<file path="src/include/dvha_pkg.sv">
package dvha_pkg;

    // Internal port file
    localparam int PORT_AW = 4;
    localparam int PORT_COUNT = 16;
    localparam int DATA_W = 8;
    localparam logic [7:0] PORT_RESET = 8'h00;

    // Mode port and its field
    localparam logic [3:0] MODE_PORT = 4'h8;
    localparam int MODE_LSB = 0;
    localparam int MODE_W = 3;

    // Refresh address layout
    localparam int REFRESH_AW = 14;
    localparam int REF_BANK_BIT = 13;
    localparam int REF_A12_BIT = 12;
    localparam int REF_MID_MSB = 11;
    localparam int REF_MID_LSB = 5;
    localparam int LOW_ADDR_W = 5;
    localparam int HOST_AW = 6;

    // Display modes held in the mode port
    typedef enum logic [2:0] {
        DVHA_T40X25,
        DVHA_T80X25,
        DVHA_G320X200,
        DVHA_G640X200,
        DVHA_T40X50,
        DVHA_T80X50,
        DVHA_G640X400
    } dvha_mode_e;

    // Host bus strobes, all active low
    typedef struct packed {
        logic port_sel_n;
        logic io_rd_n;
        logic io_wr_n;
        logic mem_sel_n;
        logic mem_rd_n;
        logic mem_wr_n;
    } dvha_host_ctl_s;

    // RAM control outputs
    typedef struct packed {
        logic addr_mux_select;
        logic bank_low_enable_n;
        logic bank_high_enable_n;
        logic char_write_strobe_n;
        logic attr_write_strobe_n;
    } dvha_vram_ctl_s;

endpackage

</file>
<file path="src/verilog/dvha_port_file.sv">
`timescale 1ns/10ps
module dvha_port_file #(
    parameter int AW = dvha_pkg::PORT_AW,
    parameter int DW = dvha_pkg::DATA_W
) (
    // Clock and reset
    input wire logic mclk,
    input wire logic rst_n,
    // Write side
    input wire logic wr_en,
    input wire logic [AW-1:0] wr_index,
    input wire logic [DW-1:0] wr_data,
    // Read side
    input wire logic [AW-1:0] rd_index,
    output logic [DW-1:0] rd_data,
    // Whole bank for the timing logic
    output logic [(2**AW)*DW-1:0] bank
);

    logic [DW-1:0] mem [2**AW];
    logic [DW-1:0] next_mem [2**AW];

    always_comb
    begin
        for (int i = 0; i < 2**AW; i++)
        begin
            next_mem[i] = mem[i];
        end
        if (wr_en)
        begin
            next_mem[wr_index] = wr_data;
        end
    end

    always_ff @(posedge mclk)
    begin
        for (int i = 0; i < 2**AW; i++)
        begin
            if (!rst_n)
            begin
                mem[i] <= dvha_pkg::PORT_RESET;
            end
            else
            begin
                mem[i] <= next_mem[i];
            end
        end
    end

    always_comb
    begin
        rd_data = mem[rd_index];
        for (int i = 0; i < 2**AW; i++)
        begin
            bank[i*DW +: DW] = mem[i];
        end
    end

endmodule

</file>
<file path="src/verilog/dvha_mode_decode.sv">
`timescale 1ns/10ps
module dvha_mode_decode (
    // Mode and panel
    input wire logic [2:0] mode_code,
    input wire logic internal_panel,
    // Decoded
    output logic graph_mode,
    output logic box_tall,
    output logic mode_ok
);

    always_comb
    begin
        graph_mode = 1'b0;
        box_tall = 1'b0;
        mode_ok = 1'b1;
        unique case (mode_code)
            dvha_pkg::DVHA_T40X25, dvha_pkg::DVHA_T80X25:
            begin
                // Tall box on the panel, short box outside
                box_tall = internal_panel;
            end
            dvha_pkg::DVHA_G320X200, dvha_pkg::DVHA_G640X200:
            begin
                graph_mode = 1'b1;
            end
            dvha_pkg::DVHA_T40X50, dvha_pkg::DVHA_T80X50:
            begin
                mode_ok = internal_panel;
            end
            dvha_pkg::DVHA_G640X400:
            begin
                graph_mode = 1'b1;
                box_tall = internal_panel;
                mode_ok = internal_panel;
            end
            default:
            begin
                mode_ok = 1'b0;
            end
        endcase
    end

endmodule

</file>
<file path="src/verilog/dvha_host_access.sv">
`timescale 1ns/10ps
// Function
// Port select and I/O read low: addressed port drives host data.
// Port select and I/O write low: host data stored into port.
// Host address bits three to zero pick the internal port.
// Memory select and read low: RAM read returned on host data.
// Memory select and write low: host byte written into RAM.
// Ready low while RAM access pending, otherwise high.
// Reset input low puts the block in reset.
// Low RAM address from host bits five to one, else refresh.
// Upper refresh bits go out to the external address multiplexer.
// Two active-low bank enables, low and high 16KB pairs.
// Even addresses on character bus, odd on attribute bus.
// Refresh always fetches character and attribute byte together.
// Host read enables one bank, forwards byte chosen by bit 0.
// RAM write strobe only while memory select and write low.
// Host write: bit 0 picks strobe and bus for the data.
// Text refresh uses bits 13 and 12; graphics uses raster bits.
// Refresh fetches never assert a write strobe.
// Text box tall on panel; some modes panel only. Code keeps the box short in DVHA_T40X50 and DVHA_T80X50 even on the panel.
// Mux select low for refresh address, high for host address.
// Disable input high: no response to host accesses.
// Host gets a RAM slot between refresh fetches, then ready.
// Host bank enable follows host bank address bit.
module dvha_host_access (
    // Clock and reset
    input wire logic mclk,
    input wire logic rst_n,
    // Host bus
    input wire dvha_pkg::dvha_host_ctl_s host_ctl,
    input wire logic [dvha_pkg::HOST_AW-1:0] host_addr,
    input wire logic host_bank_addr_bit,
    input wire logic [7:0] host_data_bus_in,
    output logic [7:0] host_data_bus_out,
    output logic host_data_bus_oe_n,
    output logic bus_ready_out,
    input wire logic controller_disable,
    // Refresh side from the timing logic
    input wire logic refresh_req,
    input wire logic [dvha_pkg::REFRESH_AW-1:0] refresh_addr,
    input wire logic raster_line_bit1,
    input wire logic raster_line_bit0,
    input wire logic internal_panel,
    output logic [7:0] refresh_char,
    output logic [7:0] refresh_attr,
    output logic refresh_valid,
    // Mode and port bank for the timing logic
    output logic graph_mode,
    output logic box_tall,
    output logic mode_ok,
    output logic [dvha_pkg::PORT_COUNT*dvha_pkg::DATA_W-1:0] port_bank,
    // RAM side
    output dvha_pkg::dvha_vram_ctl_s vram_ctl,
    output logic [dvha_pkg::LOW_ADDR_W-1:0] vram_low_addr,
    output logic refresh_addr_bit12,
    output logic [dvha_pkg::REF_MID_MSB-dvha_pkg::REF_MID_LSB:0] refresh_addr_mid,
    input wire logic [7:0] char_byte_bus_in,
    output logic [7:0] char_byte_bus_out,
    output logic char_byte_bus_oe_n,
    input wire logic [7:0] attr_byte_bus_in,
    output logic [7:0] attr_byte_bus_out,
    output logic attr_byte_bus_oe_n
);

    typedef enum logic [1:0] {
        DVHA_IDLE,
        DVHA_REF,
        DVHA_HOST,
        DVHA_DONE
    } dvha_state_e;

    dvha_state_e state;
    dvha_state_e next_state;
    logic ref_pending;
    logic next_ref_pending;
    logic port_wr_seen;
    logic next_port_wr_seen;
    logic [7:0] vram_rd_latch;
    logic [7:0] next_vram_rd_latch;
    logic [7:0] next_refresh_char;
    logic [7:0] next_refresh_attr;
    logic next_refresh_valid;

    logic port_rd;
    logic port_wr;
    logic mem_rd;
    logic mem_wr;
    logic mem_req;
    logic [7:0] port_rdata;
    logic [7:0] mode_port;

    // Byte picked by the lowest host address bit
    function automatic logic [7:0] pick_byte(input logic odd, input logic [7:0] ch, input logic [7:0] at);
        pick_byte = odd ? at : ch;
    endfunction

    // Disabled block ignores every host strobe
    // disable gates host
    assign port_rd = !controller_disable && !host_ctl.port_sel_n && !host_ctl.io_rd_n;
    assign port_wr = !controller_disable && !host_ctl.port_sel_n && !host_ctl.io_wr_n;
    assign mem_rd = !controller_disable && !host_ctl.mem_sel_n && !host_ctl.mem_rd_n;
    assign mem_wr = !controller_disable && !host_ctl.mem_sel_n && !host_ctl.mem_wr_n;
    assign mem_req = mem_rd || mem_wr;

    // port index decode
    dvha_port_file #(
        .AW(dvha_pkg::PORT_AW),
        .DW(dvha_pkg::DATA_W)
    ) dvha_port_file_i (
        .mclk(mclk),
        .rst_n(rst_n),
        .wr_en(port_wr && !port_wr_seen),
        .wr_index(host_addr[dvha_pkg::PORT_AW-1:0]),
        .wr_data(host_data_bus_in),
        .rd_index(host_addr[dvha_pkg::PORT_AW-1:0]),
        .rd_data(port_rdata),
        .bank(port_bank)
    );

    assign mode_port = port_bank[dvha_pkg::MODE_PORT*dvha_pkg::DATA_W +: dvha_pkg::DATA_W];

    // mode box decode
    dvha_mode_decode dvha_mode_decode_i (
        .mode_code(mode_port[dvha_pkg::MODE_LSB +: dvha_pkg::MODE_W]),
        .internal_panel(internal_panel),
        .graph_mode(graph_mode),
        .box_tall(box_tall),
        .mode_ok(mode_ok)
    );

    always_comb
    begin
        next_state = state;
        next_ref_pending = ref_pending;
        next_port_wr_seen = port_wr;
        next_vram_rd_latch = vram_rd_latch;
        next_refresh_char = refresh_char;
        next_refresh_attr = refresh_attr;
        next_refresh_valid = 1'b0;
        unique case (state)
            DVHA_IDLE:
            begin
                // Refresh first, host takes the slot after it
                // slot arbitration
                if (ref_pending)
                begin
                    next_state = DVHA_REF;
                end
                else if (mem_req)
                begin
                    next_state = DVHA_HOST;
                end
            end
            DVHA_REF:
            begin
                // two-byte fetch
                next_refresh_char = char_byte_bus_in;
                next_refresh_attr = attr_byte_bus_in;
                next_refresh_valid = 1'b1;
                next_ref_pending = 1'b0;
                next_state = DVHA_IDLE;
            end
            DVHA_HOST:
            begin
                // one byte forwarded
                if (mem_rd)
                begin
                    next_vram_rd_latch = pick_byte(host_addr[0], char_byte_bus_in, attr_byte_bus_in);
                end
                next_state = DVHA_DONE;
            end
            DVHA_DONE:
            begin
                // Hold until the cycle ends so one strobe gives one access
                if (!mem_req)
                begin
                    next_state = DVHA_IDLE;
                end
            end
        endcase
        // A new request in the serving cycle is kept
        if (refresh_req)
        begin
            next_ref_pending = 1'b1;
        end
    end

    // low reset input
    always_ff @(posedge mclk)
    begin
        if (!rst_n)
        begin
            state <= DVHA_IDLE;
            ref_pending <= 1'b0;
            port_wr_seen <= 1'b0;
            vram_rd_latch <= 8'h00;
            refresh_char <= 8'h00;
            refresh_attr <= 8'h00;
            refresh_valid <= 1'b0;
        end
        else
        begin
            state <= next_state;
            ref_pending <= next_ref_pending;
            port_wr_seen <= next_port_wr_seen;
            vram_rd_latch <= next_vram_rd_latch;
            refresh_char <= next_refresh_char;
            refresh_attr <= next_refresh_attr;
            refresh_valid <= next_refresh_valid;
        end
    end

    // ready stall
    assign bus_ready_out = !(mem_req && state != DVHA_DONE);

    // port read drive
    // RAM read drive
    assign host_data_bus_out = port_rd ? port_rdata : vram_rd_latch;
    assign host_data_bus_oe_n = !(port_rd || (mem_rd && state == DVHA_DONE));

    always_comb
    begin
        logic refresh;
        logic hostacc;
        logic bank;
        refresh = (state == DVHA_REF);
        hostacc = (state == DVHA_HOST);
        // host bank bit
        bank = refresh ? (graph_mode ? raster_line_bit1 : refresh_addr[dvha_pkg::REF_BANK_BIT]) : host_bank_addr_bit;
        // mux select
        vram_ctl.addr_mux_select = !refresh;
        // low address source
        vram_low_addr = refresh ? refresh_addr[dvha_pkg::LOW_ADDR_W-1:0] : host_addr[dvha_pkg::HOST_AW-1:1];
        // text or graphics refresh bits
        // upper refresh bits out
        refresh_addr_bit12 = graph_mode ? raster_line_bit0 : refresh_addr[dvha_pkg::REF_A12_BIT];
        refresh_addr_mid = refresh_addr[dvha_pkg::REF_MID_MSB:dvha_pkg::REF_MID_LSB];
        // bank enables
        vram_ctl.bank_low_enable_n = !((refresh || hostacc) && !bank);
        vram_ctl.bank_high_enable_n = !((refresh || hostacc) && bank);
        // write strobe gating
        // strobe by bit 0
        // refresh never writes
        // host write
        vram_ctl.char_write_strobe_n = !(hostacc && mem_wr && !host_addr[0]);
        vram_ctl.attr_write_strobe_n = !(hostacc && mem_wr && host_addr[0]);
        // even on char, odd on attr
        char_byte_bus_out = host_data_bus_in;
        attr_byte_bus_out = host_data_bus_in;
        char_byte_bus_oe_n = vram_ctl.char_write_strobe_n;
        attr_byte_bus_oe_n = vram_ctl.attr_write_strobe_n;
    end
endmodule

</file>
<file path="config.mk">
export PLATFORM = sky130hd
export DESIGN_NAME = dvha_host_access
export DESIGN_NICKNAME = d
export VERILOG_FILES = /design/src/include/dvha_pkg.sv /design/src/verilog/dvha_port_file.sv /design/src/verilog/dvha_mode_decode.sv /design/src/verilog/dvha_host_access.sv
export SDC_FILE = /design/constraint.sdc
export NUM_CORES = 1
export LEC_CHECK = 0
export ABC_AREA = 1
export BUFFER_PORTS_ARGS = -buffer_cell sky130_fd_sc_hd__clkbuf_2
export CORE_MARGIN = 1.5
export CORE_UTILIZATION = 28
export DETAILED_ROUTE_END_ITERATION = 7
export HOLD_SLACK_MARGIN = 0.1
export PLACE_DENSITY = 0.61
export SKIP_CTS_REPAIR_TIMING = 1
export SYNTH_ARGS = -nofsm -noshare
export SYNTH_HDL_FRONTEND = slang
export SYNTH_SLANG_ARGS = --single-unit
</file>
<file path="constraint.sdc">
create_clock -name mclk -period 1.73 [get_ports mclk]
set_input_delay 0.173 -clock mclk [delete_from_list [all_inputs] [get_ports mclk]]
set_output_delay 0.173 -clock mclk [all_outputs]
set_load 0.005 [all_outputs]
</file>
[Word-level counts from Yosys, hierarchy flattened]
Memories as Yosys holds them, arrays and structs flattened.
Index checks and enable logic that the tools add are counted.
Cells by class
  add/subtract/negate cells: 0
  multiply operators: 0
  divide/modulo/power cells: 0
  magnitude comparators: 2
  equal/unequal tests: 12
  shift-type cells: 0
  muxes and demuxes: 38
  bitwise operators: 17
  reduce and logical (&&, ||, !) cells: 44
Operator list (number)
  two-way mux 8 bit: 19
  bitwise mux 128 bit: 1
  two-way mux 128 bit: 1
  demux 8 bit (select 4 bit): 1
  zero test 1 bit: 17
  bitwise OR 1 bit: 16
  logical AND 1 bit: 15
  two-way mux 1 bit: 10
  equality test 3 bit (second input constant): 3
  OR reduction 3 bit: 3
  case mux 2 bit (4 select lines): 1
  equality test 3 x 2 -> 1 bit (second input constant): 2
  two-way mux 2 bit: 3
  >= comparator 5 bit (second input constant): 1
  less-than comparator 5 x 1 -> 1 bit (second input constant): 1
  two-way mux 5 bit: 1
  NOT 4 -> 5 bit: 1
  equality test 2 bit (second input constant): 2
  != test 2 bit (second input constant): 2
  AND reduction 2 bit: 2
  OR reduction 4 bit: 1
  equality test 3 x 1 -> 1 bit (second input constant): 1
  zero test 3 bit: 1
  logical OR 1 bit: 3
  other kinds (5): 5
Storage, ports and cells
  flip-flop bits (word level): 29
  bits in latches: 0
  memory bits (writable): 128
  ROM bits: 0
  input bits: 58
  word-level logic and storage cells: 121
  memories kept: 1
Memories
  dvha_port_file_i.mem: words 16, bits a word 8, read ports 17, clocked after memory_dff 0, write ports 16, RTL line dvha_port_file.sv:20  | logic [DW-1:0] mem [2**AW];

[Longest topological paths before layout]
Gate-level depths: netlist of run 1.
  depth in word-level cells: 8
  mapped depth: 11
  depth with buffers taken out: 9

[Cells and area by module]
A second synthesis of run 1 with hierarchy kept.
Second synthesis, totals
  cells, all modules: 1134
  area total of the unflattened synthesis: 7621.1 sq um
Modules (own cells, without submodules)
  dvha_port_file: instances 1, cells an instance 881, area each 5848.1 sq um, seq. area each 2562.5 sq um
  dvha_host_access: instances 1, cells an instance 243, area each 1731.7 sq um, seq. area each 580.6 sq um
  dvha_mode_decode: instances 1, cells an instance 10, area each 41.3 sq um, seq. area each 0.0 sq um

[Least setup slack after synthesis of run 1]
Ideal clock, no wire load.
  path type: register to output
  from: reg state[1]
  to: out vram_low_addr[3] (netlist bit)
  arrival: 1207 ps
  required time: 1557 ps
  slack: 350 ps
  cell stages (with the launch flop): 7
  cell sequence: dfxtp_1 > inv_1 > ha_1 > inv_1 > clkbuf_1 > nand2_1 > nand2_1
On the way
  longest elaborated chain between the ends: 2
Ends and longest elaborated chain
  start: declaration: RTL line dvha_host_access.sv:72  | dvha_state_e state;
  start signal: assignment: RTL line dvha_host_access.sv:203  | state <= next_state;
  equality test 2 x 1 -> 1 bit: RTL line dvha_host_access.sv:226  | refresh = (state == DVHA_REF);
  two-way mux 5 bit: RTL line dvha_host_access.sv:233  | vram_low_addr = refresh ? refresh_addr[dvha_pkg::LOW_ADDR_W-1:0] : host_addr[dvha_pkg::HOST_AW-1:1];
  end: declaration: RTL line dvha_host_access.sv:54  | output logic [dvha_pkg::LOW_ADDR_W-1:0] vram_low_addr,
No other way between the ends.

==> metrics.md, run 1 <==
| Metric | Value |
|---|---|
| Clock buffer count from CTS | 17 |
| Largest net degree at the start of global routing | just under 80 |
| Period minus WS final | between 1.5 and 2 ns |
| Number of global-route vias before repair | about 7600 |
| Cell chain of the critical path | inv_4 > ha_4 > clkinvlp_4 > nand2_2 > nand2_2 > nand2_1 > clkbuf_2 |
| Peak supply drop | 0.622 mV |
| DR WL/cell | 16.2 um |
| Max Cap Viol | 0 |
| Tightest Pin Transition | 0.697 ns |
| Clock root buffer | clkbuf_16 |
| GP Congestion | approximately 0.84 |
| Initial Utilization | 28.3% |
| Crit path launch type | register |
| DRC viols | 0 |
| Ports | 252 |
| Final setup fails | 1 |
| Area delta synth->final | 33.8% |
| Via count | slightly above 8000 |
| Synth top area share | 41.4% |
| Run status | finished, violations left |
| Crit path kind | register to primary output |
| Ys async rst share | 0% |
| Mean post-synth cell area | 6.41 um^2 |
| Register area share after synthesis | 41.4% |
| Worst-skew pair later-pin latency | between 0.4 and 0.5 ns |
| Mapped Area | roughly 7600 um^2 |
| Finished Cell Area | 10200 um^2 |
| CP endpoint kind | primary output |
| Crit Path Max Fanout | 8 |
| CTS Buffer Depth | 2 |
| Starting DRC count in detailed routing | 759 |
| Violated checks | setup timing |
| HP Class | primary input to register |
| Post-Route WL | around 29000 um |
| Req. time, crit path | 1.56 ns |
| Setup ws final | -0.0376 ns |
| H-tree depth | 4 |
| Share of layout cells above drive strength 1 | 32.4% |
| CP arrival | 1.59 ns |
| Die Y | 168 um |
| Post-synth EDFFs | 0 |
| Cell repeated most along the worst path | nand2_2 |
| Final Max Slew Viols | 0 |
| CTS tree | done |
| First-pass GRT wire length | about 43000 um |
| Net count after synthesis | 1246 |
| Worst slew margin | 53.5% |
| Placed Area | 9010 um^2 |
| Die ar. | 28100 um^2 |
| Power per Cell Area | 856 nW/um^2 |
| Fin nets | about 1500 |
| Warnings from Yosys | 0 |
| Final hold viol count | 0 |
| Leak | 0.00488 uW |
| Iteration count of the initial detailed-routing pass | 6 |
| Antenna Nets Post-Route | 0 |
| Largest stage delay, worst path | 0.37 ns |
| Synth top cells by count | nand2_1 (339), nor2_1 (276), o21ai_0 (172) |
| Most common cell in the netlist | nand2_1 |
| Yosys top cell by area | dfxtp_1 |
| Area contributors post-synth | dfxtp_1 (41%), nand2_1 (17%), nor2_1 (14%) |
| Initial antenna violation count | 0 |
| GR Util All Layers | 19.7% |
| HPWL Detailed | 20400 um |
| Cells after Synth | 1183 |
| Synth cell types | 27 |
| RSZ-0062 raised after global routing | yes |
| Via density | 4.67 |
| CTS sink count | about 160 |
| Num rows | 60 |
| Seq cells post-synth | around 160 |
| Chip Width | 168 um |
| Slowest-stage cell, CP | dfxtp_4 |
| Clock transition at path regs | 0.07 ns |
| ANT cells | 0 |
| PortBufs | roughly 240 |
| Gr ovfl total | 0 |
| Ratio of final minimum period to clock period | 102% |
| Fillers | 2853 |
| Final total power | 8690 uW |
| CORE AREA | between 20000 and 30000 um^2 |
| Primary FF master, synth | dfxtp_1 |
| Fmax | ~0.57 GHz |
| Setup Skew | 0.0147 ns |
[stage by stage]
stage	setup slack (ns)	instances	hold WS [ns]	TNS (ns)	utilization, %
finish	-0.0376	1768	0.0977	-0.0376	37.9
global route	-0.121	1768	0.118	-0.765	37.9
CTS	-0.310	1732	-0.0833	-3.02	35.7
detailed placement	-0.376	1700	0.346	-6.84	33.6
global placement	-0.341	1700	0.346	-5.88	33.6
floorplan	0.350	1183	0.249	0	-
[routing by layer]
metal	vias up	wire length, um	global-route usage, %
met5	-	0	0
met4	0	944	8.81
met3	52	1350	3.24
met2	249	13400	32.4
met1	3804	12900	25.4
li1	4150	-	-
[critical path, delay by kind of cell, from the launching register on]
family	cells	cell delay [ns]
adder cells (fa/ha/maj)	1	0.20
buffers and inverters	3	0.37
flip-flops	1	0.37
AND/OR/NAND/NOR	3	0.23
[kinds of logic (layout without fill, tap and decap cells)]
family                   Yosys count  after routing  share of synthesized area (%)
buffers and inverters            148            392                           9.05
AO/OA/AOI/OAI                    215            215                           14.2
AND/OR/NAND/NOR                  658            658                           34.5
adder cells (fa/ha/maj)            5              5                          0.824
flip-flops                       157            157                           41.4
[report_power, final]
part	internal, uW	leakage, uW	switching (uW)
logic	494	0.00331	753
registers	3730	0.00131	81.4
clock network	2050	0.000265	1580
total	6270	0.00488	2420
[final timing paths]
check | depth (start not counted) | from | endpoint | slack [ns]
worst max register to register | 6 | port_wr_seen | dvha_port_file_i.mem[14][0] | 0.21
worst min-delay path | 3 | rst_n | dvha_port_file_i.mem[10][5] | 0.1
worst min register to register | 2 | vram_rd_latch[3] | vram_rd_latch[3] | 0.46
worst max-delay path | 7 | state[1] | vram_ctl[2] | -0.04
[cells in the final DEF, fill, tap and decap left out, types with 11 or more instances in the layout]
| cell | instances |
|---|---|
| nand2_2 | 21 |
| o21ai_0 | 151 |
| dfxtp_2 | 69 |
| clkbuf_16 | 17 |
| dfxtp_1 | 83 |
| nor2_2 | 11 |
| buf_4 | 37 |
| a21oi_1 | 34 |
| dlygate4sd3_1 | 19 |
| clkbuf_2 | 231 |
| inv_1 | 41 |
| o21ai_1 | 23 |
| nand2_1 | 327 |
| inv_2 | 13 |
| nor2_1 | 267 |
[sequential cells by signal (all words and copies together) (netlist names)]
signal and count:
refresh_attr 8, ref_pending 1, state 2, vram_rd_latch 8, dvha_port_file_i.mem 128, refresh_valid 1, port_wr_seen 1, refresh_char 8
[final cells by class]
cell class / instances / area (um^2) / area share, %
Multi-Input combinational cell: 878 / 3910 / 38.5
Sequential cell: 157 / 3250 / 32.0
Timing Repair Buffer: 300 / 1780 / 17.5
Clock buffer: 21 / 460 / 4.53
Tap cell: 341 / 427 / 4.20
Inverter: 60 / 236 / 2.33
Clock inverter: 11 / 93.8 / 0.924
Power figures use the tool's default switching activity.
==> run 2: changes to the inputs <==
Settings changed: PLACE_DENSITY 0.61 to unset.
==> run 2 against run 1 <==
Compared with the run above: the run still ends with setup timing left; fmax decreased by 0.61%; critical endpoint is now host_data_bus_out[2]; via count rose by 0.36%; cell count shrank 0.40%; largest cell class unchanged.
==> metrics.md, run 2 (synthesized netlist as in run 1, its figures left out) <==
| Metric | Value |
|---|---|
| Initial antenna violation count | 1 |
| Largest stage delay, worst path | between 0.3 and 0.4 ns |
| Fmax | between 0.5 and 0.6 GHz |
| Met3 Routed Length | approximately 1500 um |
| Worst slack, placed | -0.455 ns |
| Commonest cells after routing, fill and taps aside | nand2_1 (325), nor2_1 (271), clkbuf_2 (230), o21ai_0 (154), dfxtp_1 (97) |
| CP arrival | 1.61 ns |
| Clock root buffer | clkbuf_16 |
| Worst-skew pair later-pin latency | around 0.43 ns |
| Largest register by flop count | dvha_port_file_i.mem |
| CTS sink count | 157 |
| Final setup fails | 2 |
| GP Congestion | 0.847 |
| Starting DRC count in detailed routing | 691 |
| Chip Width | about 170 um |
| GR Util All Layers | 20.0% |
| PortBufs | ~240 |
| Hold depth | 3 |
| Run status | finished, violations left |
| Violated checks | setup timing |
| Ports | 252 |
| Worst slew margin | 55.4% |
| Gr ovfl total | 0 |
| Core Util, Final | between 30% and 40% |
| Crit path kind | register to primary output |
| Final hold viol count | 0 |
| Num rows | 60 |
| Antenna Nets Post-Route | 0 |
| First-pass GRT wire length | 43000 um |
| Fillers | about 2900 |
| HP Class | primary input to register |
| Crit path launch type | register |
| DR WL/cell | between 15 and 20 um |
| Reg-to-reg endpoint | dvha_port_file_i.mem[2][1] |
| Finished Cell Area | between 10000 and 15000 um^2 |
| DRC viols | 0 |
| Peak supply drop | 0.590 mV |
| Largest net degree at the start of global routing | 77 |
| Setup Skew | ~0.020 ns |
| Area delta synth->final | 32.8% |
| Ratio of final minimum period to clock period | 103% |
| HPWL Detailed | 20700 um |
| ANT cells | 0 |
| Met2 wire length | ~14000 um |
| Clock buffer count from CTS | 17 |
| R2r setup slk | approximately 0.23 ns |
| Iteration count of the initial detailed-routing pass | 5 |
| Placed Area | 9010 um^2 |
| Clock transition at path regs | 0.07 ns |
| Max FFs per register | 128 |
| Buf/Inv on CP | 2 |
| Cell repeated most along the worst path | nand2_1 |
| Worst Hold End | dvha_port_file_i.mem[11][7] |
| Power per Cell Area | 854 nW/um^2 |
| Via density | 4.70 |
| Die ar. | 28100 um^2 |
| RSZ-0062 raised after global routing | yes |
| H-tree depth | 4 |
| Die Y | 168 um |
| Reg2Reg Depth | 6 |
| Req. time, crit path | 1.56 ns |
| CTS Buffer Depth | 2 |
| Cell chain of the critical path | inv_1 > o21ai_1 > nand2_1 > nand2_1 > nand2_1 > nand3_1 > nor2_1 > nor2_1 > clkbuf_2 |
| Setup ws final | -0.0484 ns |
| Crit Path Max Fanout | 5 |
| Hold Startpoint | rst_n |
| Final Max Slew Viols | 0 |
| Max Cap Viol | 0 |
| Uppermost routed layer | met4 |
| Share of layout cells above drive strength 1 | 30.8% |
| CORE AREA | 26800 um^2 |
| Number of global-route vias before repair | 7394 |
| Period minus WS final | between 1.5 and 2 ns |
| Met1 wire length | 13500 um |
| Most common cell after layout, fill and taps aside | nand2_1 |
| Via count | 8285 |
| Post-Route WL | 29100 um |
| Worst path top cell family by delay | simple AND/OR/NAND/NOR gates |
| CTS tree | done |
| Leak | 0.00482 uW |
| Initial Utilization | 28.3% |
| Fin nets | 1471 |
| Tightest Pin Transition | 0.670 ns |
| CP endpoint kind | primary output |
| Reg2reg start | port_wr_seen |
| Slowest-stage cell, CP | dfxtp_4 |
==> run 2: changes by cell type in the layout (fill, tap and decap cells not counted), sizes merged <==
cell and change:
buf -5, clkinv -4, clkinvlp +1, inv +1
==> run 2: worst register-to-register path, delay by kind of cell, from the launching register on <==
kind / cells / cell delay, ns
simple gates: 5 / 0.89
flops: 1 / 0.30
buf+inv: 1 / 0.26
==> run 2: how the worst max path moves through the flow <==
stage	slack [ns]	end	depth (start not counted)	start
after floorplan	0.35	vram_low_addr[3]	6	state[1]
after detailed placement	-0.46	dvha_port_file_i.mem[10][5]	6	host_addr[3]
after global routing	-0.14	host_data_bus_out[6]	9	dvha_port_file_i.mem[12][6]
after CTS	-0.31	vram_ctl[2]	8	state[1]
after global placement	-0.39	dvha_port_file_i.mem[10][4]	7	host_addr[3]
final	-0.05	host_data_bus_out[2]	9	dvha_port_file_i.mem[8][2]
==> run 2: where the power goes <==
group,internal (uW),switching [uW]
registers,3730,81.9
clock network,1980,1580
logic,484,757
total,6190,2410
==> run 2: final cells by class <==
class | count | area, um^2 | share of cell area, %
inverter | 60 | 234 | 2.32
clock buffer | 22 | 444 | 4.41
timing repair buffer | 294 | 1750 | 17.4
multi-input combinational | 878 | 3890 | 38.6
sequential | 157 | 3240 | 32.1
tap | 341 | 427 | 4.23
clock inverter | 9 | 90.1 | 0.894
==> run 2: layer usage <==
| metal | up-vias | global-route usage [%] |
|---|---|---|
| met2 | 281 | 33.0 |
| met4 | 0 | 4.97 |
| met5 | - | 0 |
| met3 | 31 | 3.71 |
| li1 | 4132 | - |
| met1 | 3841 | 26.8 |
==> run 2: stage by stage <==
step | hold WS (ns) | instances | power [uW] | TNS [ns]
5_1_grt | 0.134 | 1761 | 8930 | -0.936
2_1_floorplan | 0.249 | 1183 | 4500 | 0
6_report | 0.138 | 1761 | 8600 | -0.0515
3_3_place_gp | 0.346 | 1699 | 4980 | -6.95
4_1_cts | -0.0762 | 1730 | 8530 | -3.53
3_5_place_dp | 0.346 | 1699 | 5000 | -8.40
==> run 3: changes to the inputs <==
Settings changed: SKIP_LAST_GASP set to 1.
==> run 3 against run 2 <==
Compared with the run above: the run still ends with setup timing left; setup slack about the same; worst hold slack better by 0.00073 ns; global-route usage unchanged; sequential share of layout area is essentially flat; critical path depth stayed put; routed wire length about the same; utilization barely moved; die area unchanged; largest cell class unchanged; largest power group unchanged.
==> metrics.md, run 3 (synthesized netlist as in run 1, its figures left out) <==
| Metric | Value |
|---|---|
| Run status | finished, violations left |
| Violated checks | setup timing |
| Ports | 252 |
| CTS tree | done |
| Reg2reg start | port_wr_seen |
| Largest net degree at the start of global routing | 77 |
| Chip Width | 168 um |
| RSZ-0062 raised after global routing | yes |
| Tightest Pin Transition | a little under 0.7 ns |
| Final Non-Filler Cells | 1761 |
| Gr ovfl total | 0 |
| Most common cell after layout, fill and taps aside | nand2_1 |
| PortBufs | 237 |
| Setup Skew | 0.0200 ns |
| First-pass GRT wire length | 43000 um |
| Reg area | around 3200 um^2 |
| Clock transition at path regs | 0.07 ns |
| Number of global-route vias before repair | 7394 |
| CP arrival | 1.61 ns |
| DRC viols | 0 |
| Via density | 4.72 |
| CP endpoint kind | primary output |
| Crit path kind | register to primary output |
| Period minus WS final | approximately 1.8 ns |
| CTS Buffer Depth | 2 |
| Finished Cell Area | just over 10000 um^2 |
| Post-Route WL | ~30000 um |
| Area delta synth->final | 32.7% |
| Placed Area | between 9000 and 10000 um^2 |
| Ratio of final minimum period to clock period | 103% |
| Max Cap Viol | 0 |
| Clock buffer count from CTS | 17 |
| Largest register by flop count | dvha_port_file_i.mem |
| DR WL/cell | 16.5 um |
| Fillers | 2890 |
| CORE AREA | ~27000 um^2 |
| Worst slew margin | 55.1% |
| Final hold viol count | 0 |
| CP startpoint | dvha_port_file_i.mem[8][2] |
| HP Class | primary input to register |
| Max FFs per register | 128 |
| Power per Cell Area | around 850 nW/um^2 |
| GP Congestion | 0.847 |
| Share of layout cells above drive strength 1 | 30.4% |
| Area of the multi-input gates | just under 4000 um^2 |
| H-tree depth | 4 |
| Initial antenna violation count | 1 |
| Die ar. | 28100 um^2 |
| Initial Utilization | 28.3% |
| CTS sink count | 157 |
| ANT cells | 0 |
| GR Util All Layers | 20.0% |
| Req. time, crit path | 1.56 ns |
| Core Util, Final | 37.6% |
| Hold Startpoint | rst_n |
| Antenna Nets Post-Route | 0 |
| Final total power | 8600 uW |
| Die Y | about 170 um |
| Worst slack, placed | -0.455 ns |
| Commonest cells after routing, fill and taps aside | nand2_1 (325), nor2_1 (272), clkbuf_2 (232), o21ai_0 (154), dfxtp_1 (98) |
| Final setup fails | 1 |
| Crit path launch type | register |
| HPWL Detailed | about 21000 um |
| Iteration count of the initial detailed-routing pass | 5 |
| Crit Path Max Fanout | 5 |
| Starting DRC count in detailed routing | about 660 |
| Fmax | ~0.56 GHz |
| Worst-skew pair later-pin latency | 0.43 ns |
| Peak supply drop | between 0.5 and 0.6 mV |
| Final Max Slew Viols | 0 |
| Clock root buffer | clkbuf_16 |
| Fin nets | 1471 |
| Num rows | 60 |
| Leak | 0.00482 uW |
| Placed cell count | 1699 |
| Via count | 8320 |
| Setup ws final | -0.0485 ns |
-- run 3: cell types whose count changed in the layout (fill, tap and decap cells not counted), moves of 2 or more --
cell / change
inv_1: +3
inv_2: -3
buf_2: -2
clkbuf_2: +2
-- run 3: routing by layer --
metal | routed length (um) | vias to the layer above | global-route usage (%)
li1 | - | 4130 | -
met1 | 13500 | 3869 | 26.8
met2 | 13700 | 290 | 33.0
met3 | 1460 | 31 | 3.71
met4 | 420 | 0 | 4.97
met5 | 0 | - | 0
-- run 3: cell type report --
type / instances / area share, %
tap: 341 / 4.24
timing repair buffer: 294 / 17.4
inverter: 60 / 2.32
sequential: 157 / 32.1
multi-input combinational: 878 / 38.6
clock inverter: 9 / 0.895
clock buffer: 22 / 4.41
-- run 3: worst paths after layout --
path                                       to  slack, ns  cells past startpoint
setup reg to reg   dvha_port_file_i.mem[2][1]       0.23                      6
hold / removal    dvha_port_file_i.mem[11][7]       0.14                      3
setup / recovery         host_data_bus_out[2]      -0.05                      9
hold reg to reg   dvha_port_file_i.mem[12][6]       0.46                      2
-- run 3: report_power, final --
part / switching, uW / internal [uW]
logic: 757 / 484
registers: 81.9 / 3730
clock network: 1580 / 1980
-- run 3: worst max-delay path: stages (launching register included) --
cell      delay (ns)
dfxtp_4         0.38
inv_1           0.08
o21ai_1         0.15
nand2_1         0.07
nand2_1         0.06
nand2_1         0.05
nand3_1         0.09
nor2_1          0.06
nor2_1          0.08
clkbuf_2        0.15
-- run 3: metrics by stage --
step	hold WS [ns]	setup TNS, ns
final	0.139	-0.0485
after global routing	0.134	-0.985
after detailed placement	0.346	-8.40
after floorplan	0.249	0
after CTS	-0.0762	-3.53
after global placement	0.346	-6.95
